**config.mk**
```make
export PLATFORM = sky130hd
export DESIGN_NAME = arsel_top
export DESIGN_NICKNAME = d
export VERILOG_FILES = /design/src/hdl/arsel_pkg.sv /design/src/hdl/arsel_input_decode.sv /design/src/hdl/arsel_top.sv
export SDC_FILE = /design/constraint.sdc
export NUM_CORES = 1
export LEC_CHECK = 0
export ABC_CLOCK_PERIOD_IN_PS = 2100
export BUFFER_PORTS_ARGS = -buffer_cell sky130_fd_sc_hd__buf_4
export CORE_ASPECT_RATIO = 0.9
export CORE_MARGIN = 8
export CORE_UTILIZATION = 25
export CTS_CLUSTER_SIZE = 28
export DETAILED_ROUTE_END_ITERATION = 12
export PLACE_DENSITY = 0.47
export SETUP_SLACK_MARGIN = 0.5
export SYNTH_ARGS = -nofsm -noshare
export SYNTH_HDL_FRONTEND = slang
export SYNTH_SLANG_ARGS = --single-unit
```
**constraint.sdc**
```tcl
create_clock -name CLK_SYS_I -period 2.1 [get_ports CLK_SYS_I]
set_input_delay 0.525 -clock CLK_SYS_I [delete_from_list [all_inputs] [get_ports CLK_SYS_I]]
set_output_delay 0.525 -clock CLK_SYS_I [all_outputs]
set_load 0.03 [all_outputs]
```
**src/hdl/arsel_pkg.sv**
```systemverilog
/*
  Package for the converter reference and input select block: register offsets,
  field positions, reset values and select encodings.
  Assumes a 32-bit Avalon-MM slave with word-aligned registers.
*/
// ==========================================================================
package arsel_pkg;
  // ========================================================================
  // Register map (byte addresses).
  localparam logic [3:0] OFS_REF_AMP_CTRL = 4'h0;
  localparam logic [3:0] OFS_BANDGAP_CTRL = 4'h4;
  localparam logic [3:0] OFS_INPUT_SEL = 4'h8;
  localparam logic [3:0] OFS_PIN_ANALOG = 4'hC;
  // Field positions in the reference and bandgap control registers.
  localparam int AMP_EN_BIT = 7;
  localparam int AMP_SRC_BIT = 4;
  localparam int REF_SEL_LSB = 2;
  localparam int GAIN_LSB = 0;
  localparam int BG_EN_BIT = 0;
  // Field positions in the input select register.
  localparam int CHAN_LSB = 0;
  localparam int SRC_LSB = 4;
  // Reset values.
  localparam logic [7:0] RST_REF_AMP = 8'h00;
  localparam logic [7:0] RST_BANDGAP = 8'h00;
  localparam logic [7:0] RST_INPUT = 8'h00;
  // Implemented-bit masks.
  localparam logic [7:0] MASK_REF_AMP = 8'h9F;
  localparam logic [7:0] MASK_BANDGAP = 8'h01;
  // Converter input kinds.
  typedef enum logic [2:0] {
    ARS_IN_EXT, ARS_IN_SUPPLY, ARS_IN_AMP, ARS_IN_GND
  } ars_in_kind_t;
  // Reference source kinds.
  localparam logic [1:0] REF_SUPPLY = 2'h0;
  localparam logic [1:0] REF_PIN = 2'h1;
  localparam logic [1:0] REF_AMP = 2'h2;
  // Number of external analog inputs.
  localparam int NUM_AIN = 9;
endpackage

```
**src/hdl/arsel_input_decode.sv**
```systemverilog
/*
  Combinational decode of input source and channel codes into analog switch
  enables. Assumes next-value codes at its inputs, with flops behind its outputs.
*/
`timescale 1ns/10ps
module arsel_input_decode (
  // Codes.
  input wire logic [3:0] src_i,
  input wire logic [3:0] chan_i,
  // Decoded selects.
  output logic ext_mode_o,
  output logic [8:0] ain_en_o,
  output logic [1:0] div_o,
  output logic int_supply_o,
  output logic int_amp_o,
  output logic int_gnd_o
);
  import arsel_pkg::*;

  // ==========================================================================
  // Source class.
  wire logic is_ext;
  assign is_ext = (src_i == 4'h0) || (src_i == 4'h4) || (src_i[3:2] == 2'h3);
  assign ext_mode_o = is_ext;
  assign int_supply_o = (src_i[3:2] == 2'h0) && (src_i[1:0] != 2'h0);
  assign int_amp_o = (src_i[3:2] == 2'h1) && (src_i[1:0] != 2'h0);
  assign int_gnd_o = (src_i[3:2] == 2'h2);
  // Divider: 1 = full, 2 = half, 3 = quarter.
  assign div_o = (int_supply_o || int_amp_o) ? src_i[1:0] : 2'h0;

  // ==========================================================================
  // One-hot channel, only in external mode; internal forces all off.
  wire logic chan_ok;
  assign chan_ok = (chan_i != 4'h2) && (chan_i <= 4'h8);
  assign ain_en_o = (is_ext && chan_ok) ? (9'h001 << chan_i) : 9'h000;
endmodule

```
**src/hdl/arsel_top.sv**
```systemverilog
/*
  Converter reference and input select block with Avalon-MM register access.
  Assumes a synchronous active-low reset and one 200 MHz system clock.
*/
`timescale 1ns/10ps
module arsel_top #(
  parameter int PIN_COUNT = arsel_pkg::NUM_AIN
) (
  // Clock and reset.
  input wire logic CLK_SYS_I,
  input wire logic NRST_I,
  // Avalon-MM slave.
  input wire logic [3:0] AVS_ADDRESS_I,
  input wire logic AVS_READ_I,
  input wire logic AVS_WRITE_I,
  input wire logic [31:0] AVS_WRITEDATA_I,
  input wire logic [3:0] AVS_BYTEENABLE_I,
  output logic [31:0] AVS_READDATA_O,
  output logic AVS_WAITREQUEST_O,
  output logic [1:0] AVS_RESPONSE_O,
  // Amplifier and bandgap controls.
  output logic AMP_ENABLE_O,
  output logic AMP_SRC_BANDGAP_O,
  output logic AMP_REF_PIN_CONNECT_O,
  output logic [1:0] AMP_GAIN_SEL_O,
  output logic BANDGAP_ENABLE_O,
  // Converter reference selects.
  output logic REF_SEL_SUPPLY_O,
  output logic REF_SEL_PIN_O,
  output logic REF_SEL_AMP_O,
  // Converter input selects.
  output logic [8:0] AIN_CONNECT_O,
  output logic INT_SUPPLY_O,
  output logic INT_AMP_O,
  output logic INT_GND_O,
  output logic [1:0] INT_DIV_O,
  // Pin overrides for analog-assigned pins.
  output logic [8:0] PIN_FUNC_DISABLE_O,
  output logic [8:0] PIN_PULLUP_OFF_O,
  output logic [8:0] PIN_DIR_FORCE_IN_O
);
  import arsel_pkg::*;

  // Elaboration check: the switch vectors are sized for the analog input count.
  if (PIN_COUNT != NUM_AIN) begin : g_bad_pin_count
    $error("PIN_COUNT must equal the analog input count");
  end

  // ==========================================================================
  // Registers.
  logic [7:0] ref_amp_r;
  logic [7:0] bandgap_r;
  logic [7:0] input_sel_r;
  logic [8:0] pin_analog_r;
  logic ack_r;
  logic wait_r;
  logic [31:0] rdata_r;
  logic [1:0] resp_r;

  // Bus decode.
  wire logic req;
  wire logic wr_go;
  wire logic rd_go;
  wire logic hit_ref;
  wire logic hit_bg;
  wire logic hit_in;
  wire logic hit_pin;
  wire logic hit_any;
  assign req = (AVS_READ_I || AVS_WRITE_I) && !ack_r;
  assign wr_go = AVS_WRITE_I && !ack_r;
  assign rd_go = AVS_READ_I && !ack_r;
  assign hit_ref = (AVS_ADDRESS_I == OFS_REF_AMP_CTRL);
  assign hit_bg = (AVS_ADDRESS_I == OFS_BANDGAP_CTRL);
  assign hit_in = (AVS_ADDRESS_I == OFS_INPUT_SEL);
  assign hit_pin = (AVS_ADDRESS_I == OFS_PIN_ANALOG);
  assign hit_any = hit_ref || hit_bg || hit_in || hit_pin;

  // Read mux; unimplemented bits read zero.
  wire logic [31:0] rd_mux;
  assign rd_mux = hit_ref ? {24'h000000, ref_amp_r} :
                  hit_bg ? {24'h000000, bandgap_r} :
                  hit_in ? {24'h000000, input_sel_r} :
                  hit_pin ? {23'h0, pin_analog_r} : 32'h00000000;

  // Next values of writable registers, low byte lane; the pin register needs lanes 0 and 1.
  wire logic lane0;
  wire logic [7:0] ref_amp_nxt;
  wire logic [7:0] bandgap_nxt;
  wire logic [7:0] input_sel_nxt;
  wire logic [8:0] pin_analog_nxt;
  assign lane0 = wr_go && AVS_BYTEENABLE_I[0];
  assign ref_amp_nxt = (lane0 && hit_ref) ? (AVS_WRITEDATA_I[7:0] & MASK_REF_AMP) : ref_amp_r;
  assign bandgap_nxt = (lane0 && hit_bg) ? (AVS_WRITEDATA_I[7:0] & MASK_BANDGAP)
                     : bandgap_r;
  assign input_sel_nxt = (lane0 && hit_in) ? AVS_WRITEDATA_I[7:0] : input_sel_r;
  assign pin_analog_nxt = (wr_go && hit_pin && AVS_BYTEENABLE_I[1:0] == 2'h3)
                        ? AVS_WRITEDATA_I[8:0] : pin_analog_r;

  // Register update and one-wait-state answer.
  always_ff @(posedge CLK_SYS_I) begin
    if (!NRST_I) begin
      ref_amp_r <= RST_REF_AMP;
      bandgap_r <= RST_BANDGAP;
      input_sel_r <= RST_INPUT;
      pin_analog_r <= 9'h000;
      ack_r <= 1'b0;
      wait_r <= 1'b1;
      rdata_r <= 32'h00000000;
      resp_r <= 2'h0;
    end else begin
      ref_amp_r <= ref_amp_nxt;
      bandgap_r <= bandgap_nxt;
      input_sel_r <= input_sel_nxt;
      pin_analog_r <= pin_analog_nxt;
      ack_r <= req;
      wait_r <= !req;
      if (rd_go) begin
        rdata_r <= rd_mux;
      end
      if (req) begin
        resp_r <= hit_any ? 2'h0 : 2'h2; // Unmapped answers SLVERR.
      end
    end
  end

  // Waitrequest is high until the cycle after the request is taken.
  assign AVS_WAITREQUEST_O = wait_r;
  assign AVS_READDATA_O = rdata_r;
  assign AVS_RESPONSE_O = resp_r;

  // ==========================================================================
  // Decode of control fields. Register values due at the coming edge, reset
  // included, feed the output flops, so a pin changes at the very edge at
  // which its register does and never lags it by a cycle.
  wire logic [7:0] ref_amp_d;
  wire logic [7:0] input_sel_d;
  wire logic [8:0] pin_analog_d;
  assign ref_amp_d = NRST_I ? ref_amp_nxt : RST_REF_AMP;
  assign input_sel_d = NRST_I ? input_sel_nxt : RST_INPUT;
  assign pin_analog_d = NRST_I ? pin_analog_nxt : 9'h000;

  // Plain register bits leave the block as they stand in their flops.
  assign AMP_ENABLE_O = ref_amp_r[AMP_EN_BIT];
  assign AMP_SRC_BANDGAP_O = ref_amp_r[AMP_SRC_BIT];
  assign AMP_GAIN_SEL_O = ref_amp_r[GAIN_LSB +: 2];
  assign BANDGAP_ENABLE_O = bandgap_r[BG_EN_BIT];

  // Reference and amplifier input paths.
  wire logic [1:0] ref_sel;
  wire logic amp_pin_on;
  wire logic ref_supply_sel;
  wire logic ref_pin_sel;
  wire logic ref_amp_sel;
  assign ref_sel = ref_amp_d[REF_SEL_LSB +: 2];
  assign amp_pin_on = !ref_amp_d[AMP_SRC_BIT];
  assign ref_supply_sel = (ref_sel == REF_SUPPLY);
  assign ref_pin_sel = (ref_sel == REF_PIN);
  assign ref_amp_sel = ref_sel[1];

  // Input select decode.
  wire logic [8:0] ain_en;
  wire logic [1:0] int_div;
  wire logic int_supply;
  wire logic int_amp;
  wire logic int_gnd;
  wire logic [8:0] ain_conn;
  arsel_input_decode u_dec (
    .src_i(input_sel_d[SRC_LSB +: 4]),
    .chan_i(input_sel_d[CHAN_LSB +: 4]),
    .ext_mode_o(),
    .ain_en_o(ain_en),
    .div_o(int_div),
    .int_supply_o(int_supply),
    .int_amp_o(int_amp),
    .int_gnd_o(int_gnd)
  );
  // A channel switch also needs its pin assigned analog, so a pin that still
  // serves a digital function is never tied to the converter.
  assign ain_conn = ain_en & pin_analog_d;

  // Flops behind the decoded outputs; their inputs already carry reset.
  logic amp_pin_on_r;
  logic ref_supply_r;
  logic ref_pin_r;
  logic ref_amp_sel_r;
  logic [8:0] ain_conn_r;
  logic int_supply_r;
  logic int_amp_r;
  logic int_gnd_r;
  logic [1:0] int_div_r;
  always_ff @(posedge CLK_SYS_I) begin
    amp_pin_on_r <= amp_pin_on;
    ref_supply_r <= ref_supply_sel;
    ref_pin_r <= ref_pin_sel;
    ref_amp_sel_r <= ref_amp_sel;
    ain_conn_r <= ain_conn;
    int_supply_r <= int_supply;
    int_amp_r <= int_amp;
    int_gnd_r <= int_gnd;
    int_div_r <= int_div;
  end

  // Decoded outputs straight from their flops.
  assign AMP_REF_PIN_CONNECT_O = amp_pin_on_r;
  assign REF_SEL_SUPPLY_O = ref_supply_r;
  assign REF_SEL_PIN_O = ref_pin_r;
  assign REF_SEL_AMP_O = ref_amp_sel_r;
  assign AIN_CONNECT_O = ain_conn_r;
  assign INT_SUPPLY_O = int_supply_r;
  assign INT_AMP_O = int_amp_r;
  assign INT_GND_O = int_gnd_r;
  assign INT_DIV_O = int_div_r;

  // Analog-assigned pins lose other functions, pull-high and direction.
  assign PIN_FUNC_DISABLE_O = pin_analog_r;
  assign PIN_PULLUP_OFF_O = pin_analog_r;
  assign PIN_DIR_FORCE_IN_O = pin_analog_r;

  // ==========================================================================
  // Checks.
  property p_amp_pin_off;
    @(posedge CLK_SYS_I) disable iff (!NRST_I)
      AMP_SRC_BANDGAP_O |-> !AMP_REF_PIN_CONNECT_O;
  endproperty
  a_amp_pin_off: assert property (p_amp_pin_off) else $error("amp pin path on");

  property p_ref_pin_off;
    @(posedge CLK_SYS_I) disable iff (!NRST_I)
      (REF_SEL_SUPPLY_O || REF_SEL_AMP_O) |-> !REF_SEL_PIN_O;
  endproperty
  a_ref_pin_off: assert property (p_ref_pin_off) else $error("ref pin path on");

  property p_ref_onehot;
    @(posedge CLK_SYS_I) disable iff (!NRST_I)
      $onehot({REF_SEL_SUPPLY_O, REF_SEL_PIN_O, REF_SEL_AMP_O});
  endproperty
  a_ref_onehot: assert property (p_ref_onehot) else $error("ref select not onehot");

  property p_int_no_ext;
    @(posedge CLK_SYS_I) disable iff (!NRST_I)
      (INT_SUPPLY_O || INT_AMP_O || INT_GND_O) |-> (AIN_CONNECT_O == 9'h000);
  endproperty
  a_int_no_ext: assert property (p_int_no_ext) else $error("ext channel on");

  property p_ain_onehot;
    @(posedge CLK_SYS_I) disable iff (!NRST_I)
      $onehot0(AIN_CONNECT_O) && !AIN_CONNECT_O[2];
  endproperty
  a_ain_onehot: assert property (p_ain_onehot) else $error("bad channel");

  property p_bg_write;
    @(posedge CLK_SYS_I) disable iff (!NRST_I)
      (wr_go && hit_bg && AVS_BYTEENABLE_I[0])
        |=> (bandgap_r == {7'h00, $past(AVS_WRITEDATA_I[0])});
  endproperty
  a_bg_write: assert property (p_bg_write) else $error("bandgap write");

  property p_amp_write;
    @(posedge CLK_SYS_I) disable iff (!NRST_I)
      (wr_go && hit_ref && AVS_BYTEENABLE_I[0])
        |=> (AMP_ENABLE_O == $past(AVS_WRITEDATA_I[7]))
            && (AMP_GAIN_SEL_O == $past(AVS_WRITEDATA_I[1:0]));
  endproperty
  a_amp_write: assert property (p_amp_write) else $error("ref write");

  property p_reset;
    @(posedge CLK_SYS_I) !NRST_I |=> (ref_amp_r == 8'h00) && (input_sel_r == 8'h00);
  endproperty
  a_reset: assert property (p_reset) else $error("reset value");

  property p_wait_one;
    @(posedge CLK_SYS_I) disable iff (!NRST_I)
      (req) |=> !AVS_WAITREQUEST_O ##1 AVS_WAITREQUEST_O;
  endproperty
  a_wait_one: assert property (p_wait_one) else $error("waitrequest timing");

  // A reference write sets the one-hot reference select from bits 3:2.
  property p_ref_write;
    @(posedge CLK_SYS_I) disable iff (!NRST_I)
      (wr_go && hit_ref && AVS_BYTEENABLE_I[0])
        |=> (REF_SEL_AMP_O == $past(AVS_WRITEDATA_I[3]))
            && (REF_SEL_PIN_O == ($past(AVS_WRITEDATA_I[3:2]) == REF_PIN));
  endproperty
  a_ref_write: assert property (p_ref_write) else $error("ref select write");

  // The amplifier pin path is on exactly when the bandgap is not chosen.
  property p_src_write;
    @(posedge CLK_SYS_I) disable iff (!NRST_I)
      (wr_go && hit_ref && AVS_BYTEENABLE_I[0])
        |=> (AMP_REF_PIN_CONNECT_O == !$past(AVS_WRITEDATA_I[4]))
            && (AMP_SRC_BANDGAP_O == $past(AVS_WRITEDATA_I[4]));
  endproperty
  a_src_write: assert property (p_src_write) else $error("amp source write");

  // Unimplemented bandgap control bits read back as zero.
  property p_bg_read;
    @(posedge CLK_SYS_I) disable iff (!NRST_I)
      (rd_go && hit_bg) |=> (AVS_READDATA_O[31:1] == 31'h0);
  endproperty
  a_bg_read: assert property (p_bg_read) else $error("bandgap upper bits");

  // Ground is chosen alone and without a divider.
  property p_gnd_only;
    @(posedge CLK_SYS_I) disable iff (!NRST_I)
      INT_GND_O |-> !INT_SUPPLY_O && !INT_AMP_O && (INT_DIV_O == 2'h0);
  endproperty
  a_gnd_only: assert property (p_gnd_only) else $error("ground select");

  // Supply and amplifier fractions always name a divider.
  property p_int_div;
    @(posedge CLK_SYS_I) disable iff (!NRST_I)
      (INT_SUPPLY_O || INT_AMP_O) |-> (INT_DIV_O != 2'h0);
  endproperty
  a_int_div: assert property (p_int_div) else $error("divider select");

  // Only pins assigned analog are ever switched to the converter.
  property p_ain_assigned;
    @(posedge CLK_SYS_I) disable iff (!NRST_I)
      (AIN_CONNECT_O & ~PIN_FUNC_DISABLE_O) == 9'h000;
  endproperty
  a_ain_assigned: assert property (p_ain_assigned) else $error("pin not analog");

  // An external source code with channel 8 routes that pin if it is analog.
  property p_in_write;
    @(posedge CLK_SYS_I) disable iff (!NRST_I)
      (wr_go && hit_in && AVS_BYTEENABLE_I[0] && (AVS_WRITEDATA_I[7:6] == 2'h3)
        && (AVS_WRITEDATA_I[3:0] == 4'h8)) |=> (AIN_CONNECT_O[8] == pin_analog_r[8]);
  endproperty
  a_in_write: assert property (p_in_write) else $error("external route");

  c_int_amp: cover property (@(posedge CLK_SYS_I) INT_AMP_O && INT_DIV_O == 2'h3);
  c_ext_ch8: cover property (@(posedge CLK_SYS_I) AIN_CONNECT_O[8]);
  c_ref_amp: cover property (@(posedge CLK_SYS_I) REF_SEL_AMP_O && AMP_SRC_BANDGAP_O);
  c_int_gnd: cover property (@(posedge CLK_SYS_I) INT_GND_O);
  c_ref_pin: cover property (@(posedge CLK_SYS_I) REF_SEL_PIN_O && AMP_REF_PIN_CONNECT_O);
endmodule

```
==> flow_summary.yaml, run 1 <==
power_and_ir_drop:
  switching_share_pct: 26.4
  comb_power_share_pct: 11.3
  switchingPower_uw: 551
  peakVddDrop_uv: 347
  power_leakage_uw: 0.00150
  power_uw: 2080
  p_per_area_mw_per_mm2: 616
  intPower_uw: 1530
  power_frac_clock_pct: 39.7
  p_seq_share_pct: 48.9
clocking:
  htree_levels: 2
  clock_sinks: 53
  cts_root_buf: "clkbuf_16"
  clk_latency_ps: 300
  cts.path.max_buffers: 2
  clkTransAtPathRegs_ps: 70
  cts_hold_buf: 0
  numCtsBuffers: 5
  cts_tree: "done"
  cts_setup_buffers: 0
synth:
  synth_fa_ha_area_share_pct: 0
  yosys.area_share.simple_pct: 22.4
  synth-edff-count: 0
  yosysMostFrequentCell: "dfxtp_1"
  synth_top_area_share_pct: 40.6
  synth_cell_types: 43
  synthTopCellsByCount: "53 x dfxtp_1, 45 x buf_4, 32 x nand2_1, 29 x nor2_1, 26 x mux2i_1"
  ys_warn_count: 0
  synth_area_mm2: 0.00262
  synthMuxAreaShare_pct: 11.8
  syn_area_per_cell_um2: 8.92
  syn_inst: 293
  synth_top_area_cell: "dfxtp_1"
  ys_ff_latch: 53
  seq_area_frac_synth_pct: 40.6
  synth_compound_area_share_pct: 8.28
  synth-main-ff-cell: "dfxtp_1"
  synth-async-reset-ratio_pct: 0
  synth_area_leaders: "dfxtp_1 41%, buf_4 13%, mux2i_1 10%"
  synthXorXnorAreaFrac_pct: 0
  synth_top_family_by_area: "simple AND/OR/NAND/NOR gates"
global_route:
  grt.overflow.total: 0
  grt_pass1_vias: 2110
  grt.total_usage_pct: 10.6
  grt_max_degree: 17
  grt_pass1_wl_um: 11600
  antenna_found_initial: 0
die:
  die_x_um: 124
  die_y_um: 113
  rows: 35
  core_mm2: 0.0102
  dieArea_mm2: 0.0140
  io_pins: 129
  initial_core_util_pct: 25.6
finish:
  area_growth_pct: 29.3
  antenna_cells: 0
  fillers: 1075
  layout-drive-gt1-share_pct: 34.3
  regArea_mm2: 0.00106
  final_nets: 399
  multi_input_area_mm2: 0.00129
sta:
  fin_skew_ps: 6.05
  tightest_slew_ps: 518
  slew_headroom_pct: 65.4
  finalCritPeriodShare_pct: 77.9
  fin_tns_setup_ps: 0
  slew_viol_final: 0
  setup_violations: 0
  rsz0062_at_grt: "true"
  clock.fmax_mhz: 612
  period_minus_slack_ps: 1640
  hold_viol_final: 0
routing:
  vias_per_cell: 4.42
  vias: 2144
  detail_route.drc_violations: 0
  ant_nets: 0
  dr.pass1.iters: 4
  wl_per_cell_um: 15.7
  wl_um: 7590
  drt_iter0_drc: 153
status:
  status: "finished, final reports clean"
place:
  port_buffers: 79
  gp_congestion: 0.740
  dpl.hpwl_um: 5830
flow_run:
  maxCapViolCount: 0
min_path:
  min_path_type: "flop to flop"
worst_setup_path:
  crit_required_ps: 2290
  endpoint_kind: "flop"
  cp-start-kind: "input port"
  worstPathArrival_ps: 1830
  crit_fanout: 4
  path_class: "input port to flop"
## cells in the final DEF (no fill, tap or decap), types with 4 or more instances in the layout
| cell | count |
|---|---|
| o21a_1 | 5 |
| or3_1 | 7 |
| nand2_1 | 31 |
| nor3b_1 | 9 |
| nand3_1 | 6 |
| a21oi_1 | 12 |
| mux2i_1 | 25 |
| buf_4 | 93 |
| clkbuf_16 | 5 |
| a31oi_1 | 4 |
| dfxtp_1 | 53 |
| nand3b_1 | 4 |
| nor3_1 | 4 |
| nor2_1 | 29 |
| conb_1 | 25 |
## critical path: stages
cell	delay, ps
buf_6	100
or4b_4	540
a21o_1	170
mux2_4	310
a2111oi_4	190
## per-stage QoR
stage | area, µm² | setup slack (ps) | util (%) | hold slack [ps] | cells
2_1_floorplan | 2770 | 275 | - | 452 | 317
3_3_place_gp | 3180 | 121 | 31.2 | 451 | 477
3_5_place_dp | 3180 | 121 | 31.2 | 449 | 477
4_1_cts | 3340 | 465 | 32.7 | 460 | 485
5_1_grt | 3380 | 450 | 33.1 | 479 | 485
6_report | 3380 | 465 | 33.1 | 457 | 485
## worst paths after layout
kind,startpoint,depth (start not counted),endpoint,slack (ps)
setup / recovery,AVS_WRITEDATA_I[4],5,AIN_CONNECT_O[8],460
setup reg to reg,ack_r,5,AIN_CONNECT_O[8],590
hold reg to reg,AVS_READDATA_O[5],2,AVS_READDATA_O[5],460
hold / removal,AVS_READDATA_O[5],2,AVS_READDATA_O[5],460
## sequential cells by signal (all words and copies together) (netlist names)
signal,cells
AIN_CONNECT_O,9
AVS_READDATA_O,9
PIN_DIR_FORCE_IN_O,9
input_sel_r,8
ref_amp_r,6
INT_DIV_O,2
AMP_REF_PIN_CONNECT_O,1
AVS_RESPONSE_O,1
AVS_WAITREQUEST_O,1
INT_AMP_O,1
INT_GND_O,1
INT_SUPPLY_O,1
REF_SEL_PIN_O,1
REF_SEL_SUPPLY_O,1
ack_r,1
bandgap_r,1
## timing repair
item / CTS / global route
setup endpoints to repair: 7 / 13
cloned: 0 / 0
resized for setup: 3 / 10
pin swaps: 1 / 2
## cell families after synthesis
group                  Yosys count
AO/OA/AOI/OAI                   31
other                            1
buffers and inverters           66
flip-flops                      53
multiplexers                    29
AND/OR/NAND/NOR                113
## routing by layer
metal	share of wire (%)	routed length, µm	up-vias	GRT usage (%)
met5	0	0	-	0
met4	1.1	85	0	3.37
met3	8.8	670	5	3.53
met2	46	3500	63	16.5
met1	44	3340	1025	13.6
li1	-	-	1051	-
## layout make-up
class / instances / share of cell area (%)
inverters: 2 / 0.222
multi-input cells: 198 / 38.1
clock buffers: 6 / 3.81
clock inverters: 2 / 0.407
well taps: 129 / 4.77
repair buffers: 95 / 21.3
flip-flops and latches: 53 / 31.4
## power groups by stage
stage | Combinational, µW | Sequential (µW) | Clock (µW)
finish | 236 | 1020 | 827
global route | 254 | 1020 | 893
CTS | 231 | 1020 | 854
detailed placement | 230 | 1040 | 0
global placement | 229 | 1040 | 0
floorplan | 179 | 1050 | 0
Power figures use the tool's default switching activity.
==> run 2: changes to the inputs <==
Settings changed: ABC_CLOCK_PERIOD_IN_PS 2100 to 1500, PLACE_DENSITY 0.47 to 0.49.
Clock period 2.1 ns to 1.5 ns, I/O delays scaled along.
==> run 2 against run 1 <==
Compared with the run above:
- the flow now finishes with violations (setup timing)
- global-route usage up 1.2 points
- clock skew down 1.9 ps
- clock power up 64%
- clock-buffer cell count unchanged
- worst setup slack worse by 540 ps
- register-to-register slack worse by 660 ps
- routed wire length up 14%
- non-clock buffer count up 66
- flip-flop and latch count unchanged
- worst hold slack worse by 99 ps
- largest power group unchanged
==> flow_summary.yaml, run 2 (synthesized netlist as in run 1, its figures left out) <==
clocking:
  htree_levels: 2
  clk_latency_ps: 290
  numCtsBuffers: 5
  clkTransAtPathRegs_ps: 70
  cts_tree: "done"
  clock_sinks: 53
  cts.path.max_buffers: 2
  cts_root_buf: "clkbuf_16"
die:
  initial_core_util_pct: 25.6
  die_x_um: 124
  die_y_um: 113
  rows: 35
  core_mm2: 0.0102
  io_pins: 129
  dieArea_mm2: 0.0140
status:
  status: "finished with violations"
  violations: "setup timing"
sta:
  finalCritPeriodShare_pct: 105
  clock.fmax_mhz: 636
  fin_skew_ps: 4.18
  rsz0062_at_grt: "true"
  setup_violations: 14
  period_minus_slack_ps: 1570
  setup_ws_ps: -71.4
  hold_viol_final: 0
  hold_slack_ps: 358
  fin_tns_setup_ps: -431
  slew_viol_final: 0
finish:
  antenna_cells: 0
  area_growth_pct: 77.5
  fillers: 995
  multi_input_area_mm2: 0.00162
  final_nets: 465
  layout_common_cells: "88 x buf_4, 65 x buf_6, 36 x dfxtp_2"
  layout-drive-gt1-share_pct: 65.6
  final_common_cell: "buf_4"
  regArea_mm2: 0.00113
routing:
  wl_per_cell_um: 15.7
  drt_iter0_drc: 118
  vias: 2395
  ant_nets: 0
  dr.pass1.iters: 4
  vias_per_cell: 4.35
  detail_route.drc_violations: 0
  wl_um: 8640
power_and_ir_drop:
  p_per_area_mw_per_mm2: 699
  peakVddDrop_uv: 374
  power_leakage_uw: 0.00198
global_route:
  grt.overflow.total: 0
  antenna_found_initial: 0
  grt_max_degree: 20
  grt.busiest_layer: "met2"
  grt_util_met2_pct: 19.0
  grt.total_usage_pct: 11.8
  use_met3_pct: 3.09
  grt_use_met1_pct: 15.3
  grt_pass1_vias: 2405
  grt_pass1_wl_um: 12900
worst_setup_path:
  crit_fanout: 6
  worstPathArrival_ps: 1760
  endpoint_kind: "flop"
  crit_required_ps: 1690
  path_class: "flop to flop"
  cp-start-kind: "flop"
place:
  port_buffers: 79
  gp_congestion: 0.810
  dpl.hpwl_um: 6040
flow_run:
  maxCapViolCount: 0
min_path:
  min_path_type: "input port to flop"
[run 2: cell types whose count changed in the layout (fill, tap and decap cells not counted), sizes merged]
| cell | change |
|---|---|
| bufinv | +1 |
| clkinv | -1 |
| buf | +66 |
[run 2: critical path, cell delays in order (launching register included)]
cell,delay (ps)
dfxtp_2,320
and3b_2,300
and2_4,170
buf_8,120
mux2_4,360
a2111oi_4,200
[run 2: repair_timing]
action	CTS	global route
buffers inserted	24	17
hold buffers	0	0
resized for setup	146	34
pin swaps	8	9
setup endpoints to repair	110	111
gates cloned	0	0
hold endpoints to repair	0	0
[run 2: layout make-up]
type | instances | area share, %
well taps | 129 | 3.48
repair buffers | 161 | 33.2
inverters | 2 | 0.162
clock buffers | 6 | 2.99
multi-input cells | 198 | 34.9
flip-flops and latches | 53 | 24.4
clock inverters | 2 | 0.782
[run 2: final timing paths]
check / to / cells past startpoint / from / slack [ps]
setup / recovery: AIN_CONNECT_O[8] / 5 / ack_r / -70
hold / removal: PIN_DIR_FORCE_IN_O[8] / 3 / AVS_WRITEDATA_I[8] / 360
setup reg to reg: AIN_CONNECT_O[8] / 5 / ack_r / -70
hold reg to reg: input_sel_r[5] / 2 / input_sel_r[5] / 480
[run 2: power breakdown]
| group | internal (µW) | switching [µW] |
|---|---|---|
| clock | 835 | 523 |
| combinational | 191 | 281 |
| sequential | 1410 | 8.85 |
[run 2: per-stage QoR]
step	power (µW)	util, %	setup slack, ps	instances	area (µm²)
floorplan	1750	-	-175	317	2890
global placement	1820	33.7	-387	502	3440
global route	3370	45.5	-147	551	4640
finish	3250	45.5	-71.4	551	4640
CTS	3250	42.6	-46.6	534	4340
detailed placement	1830	33.7	-372	502	3440
[run 2: per-layer routing]
metal | vias up | share of wire [%]
met4 | 0 | 1.2
met5 | - | 0
met3 | 9 | 6.3
met1 | 1125 | 44
met2 | 71 | 49
li1 | 1190 | -
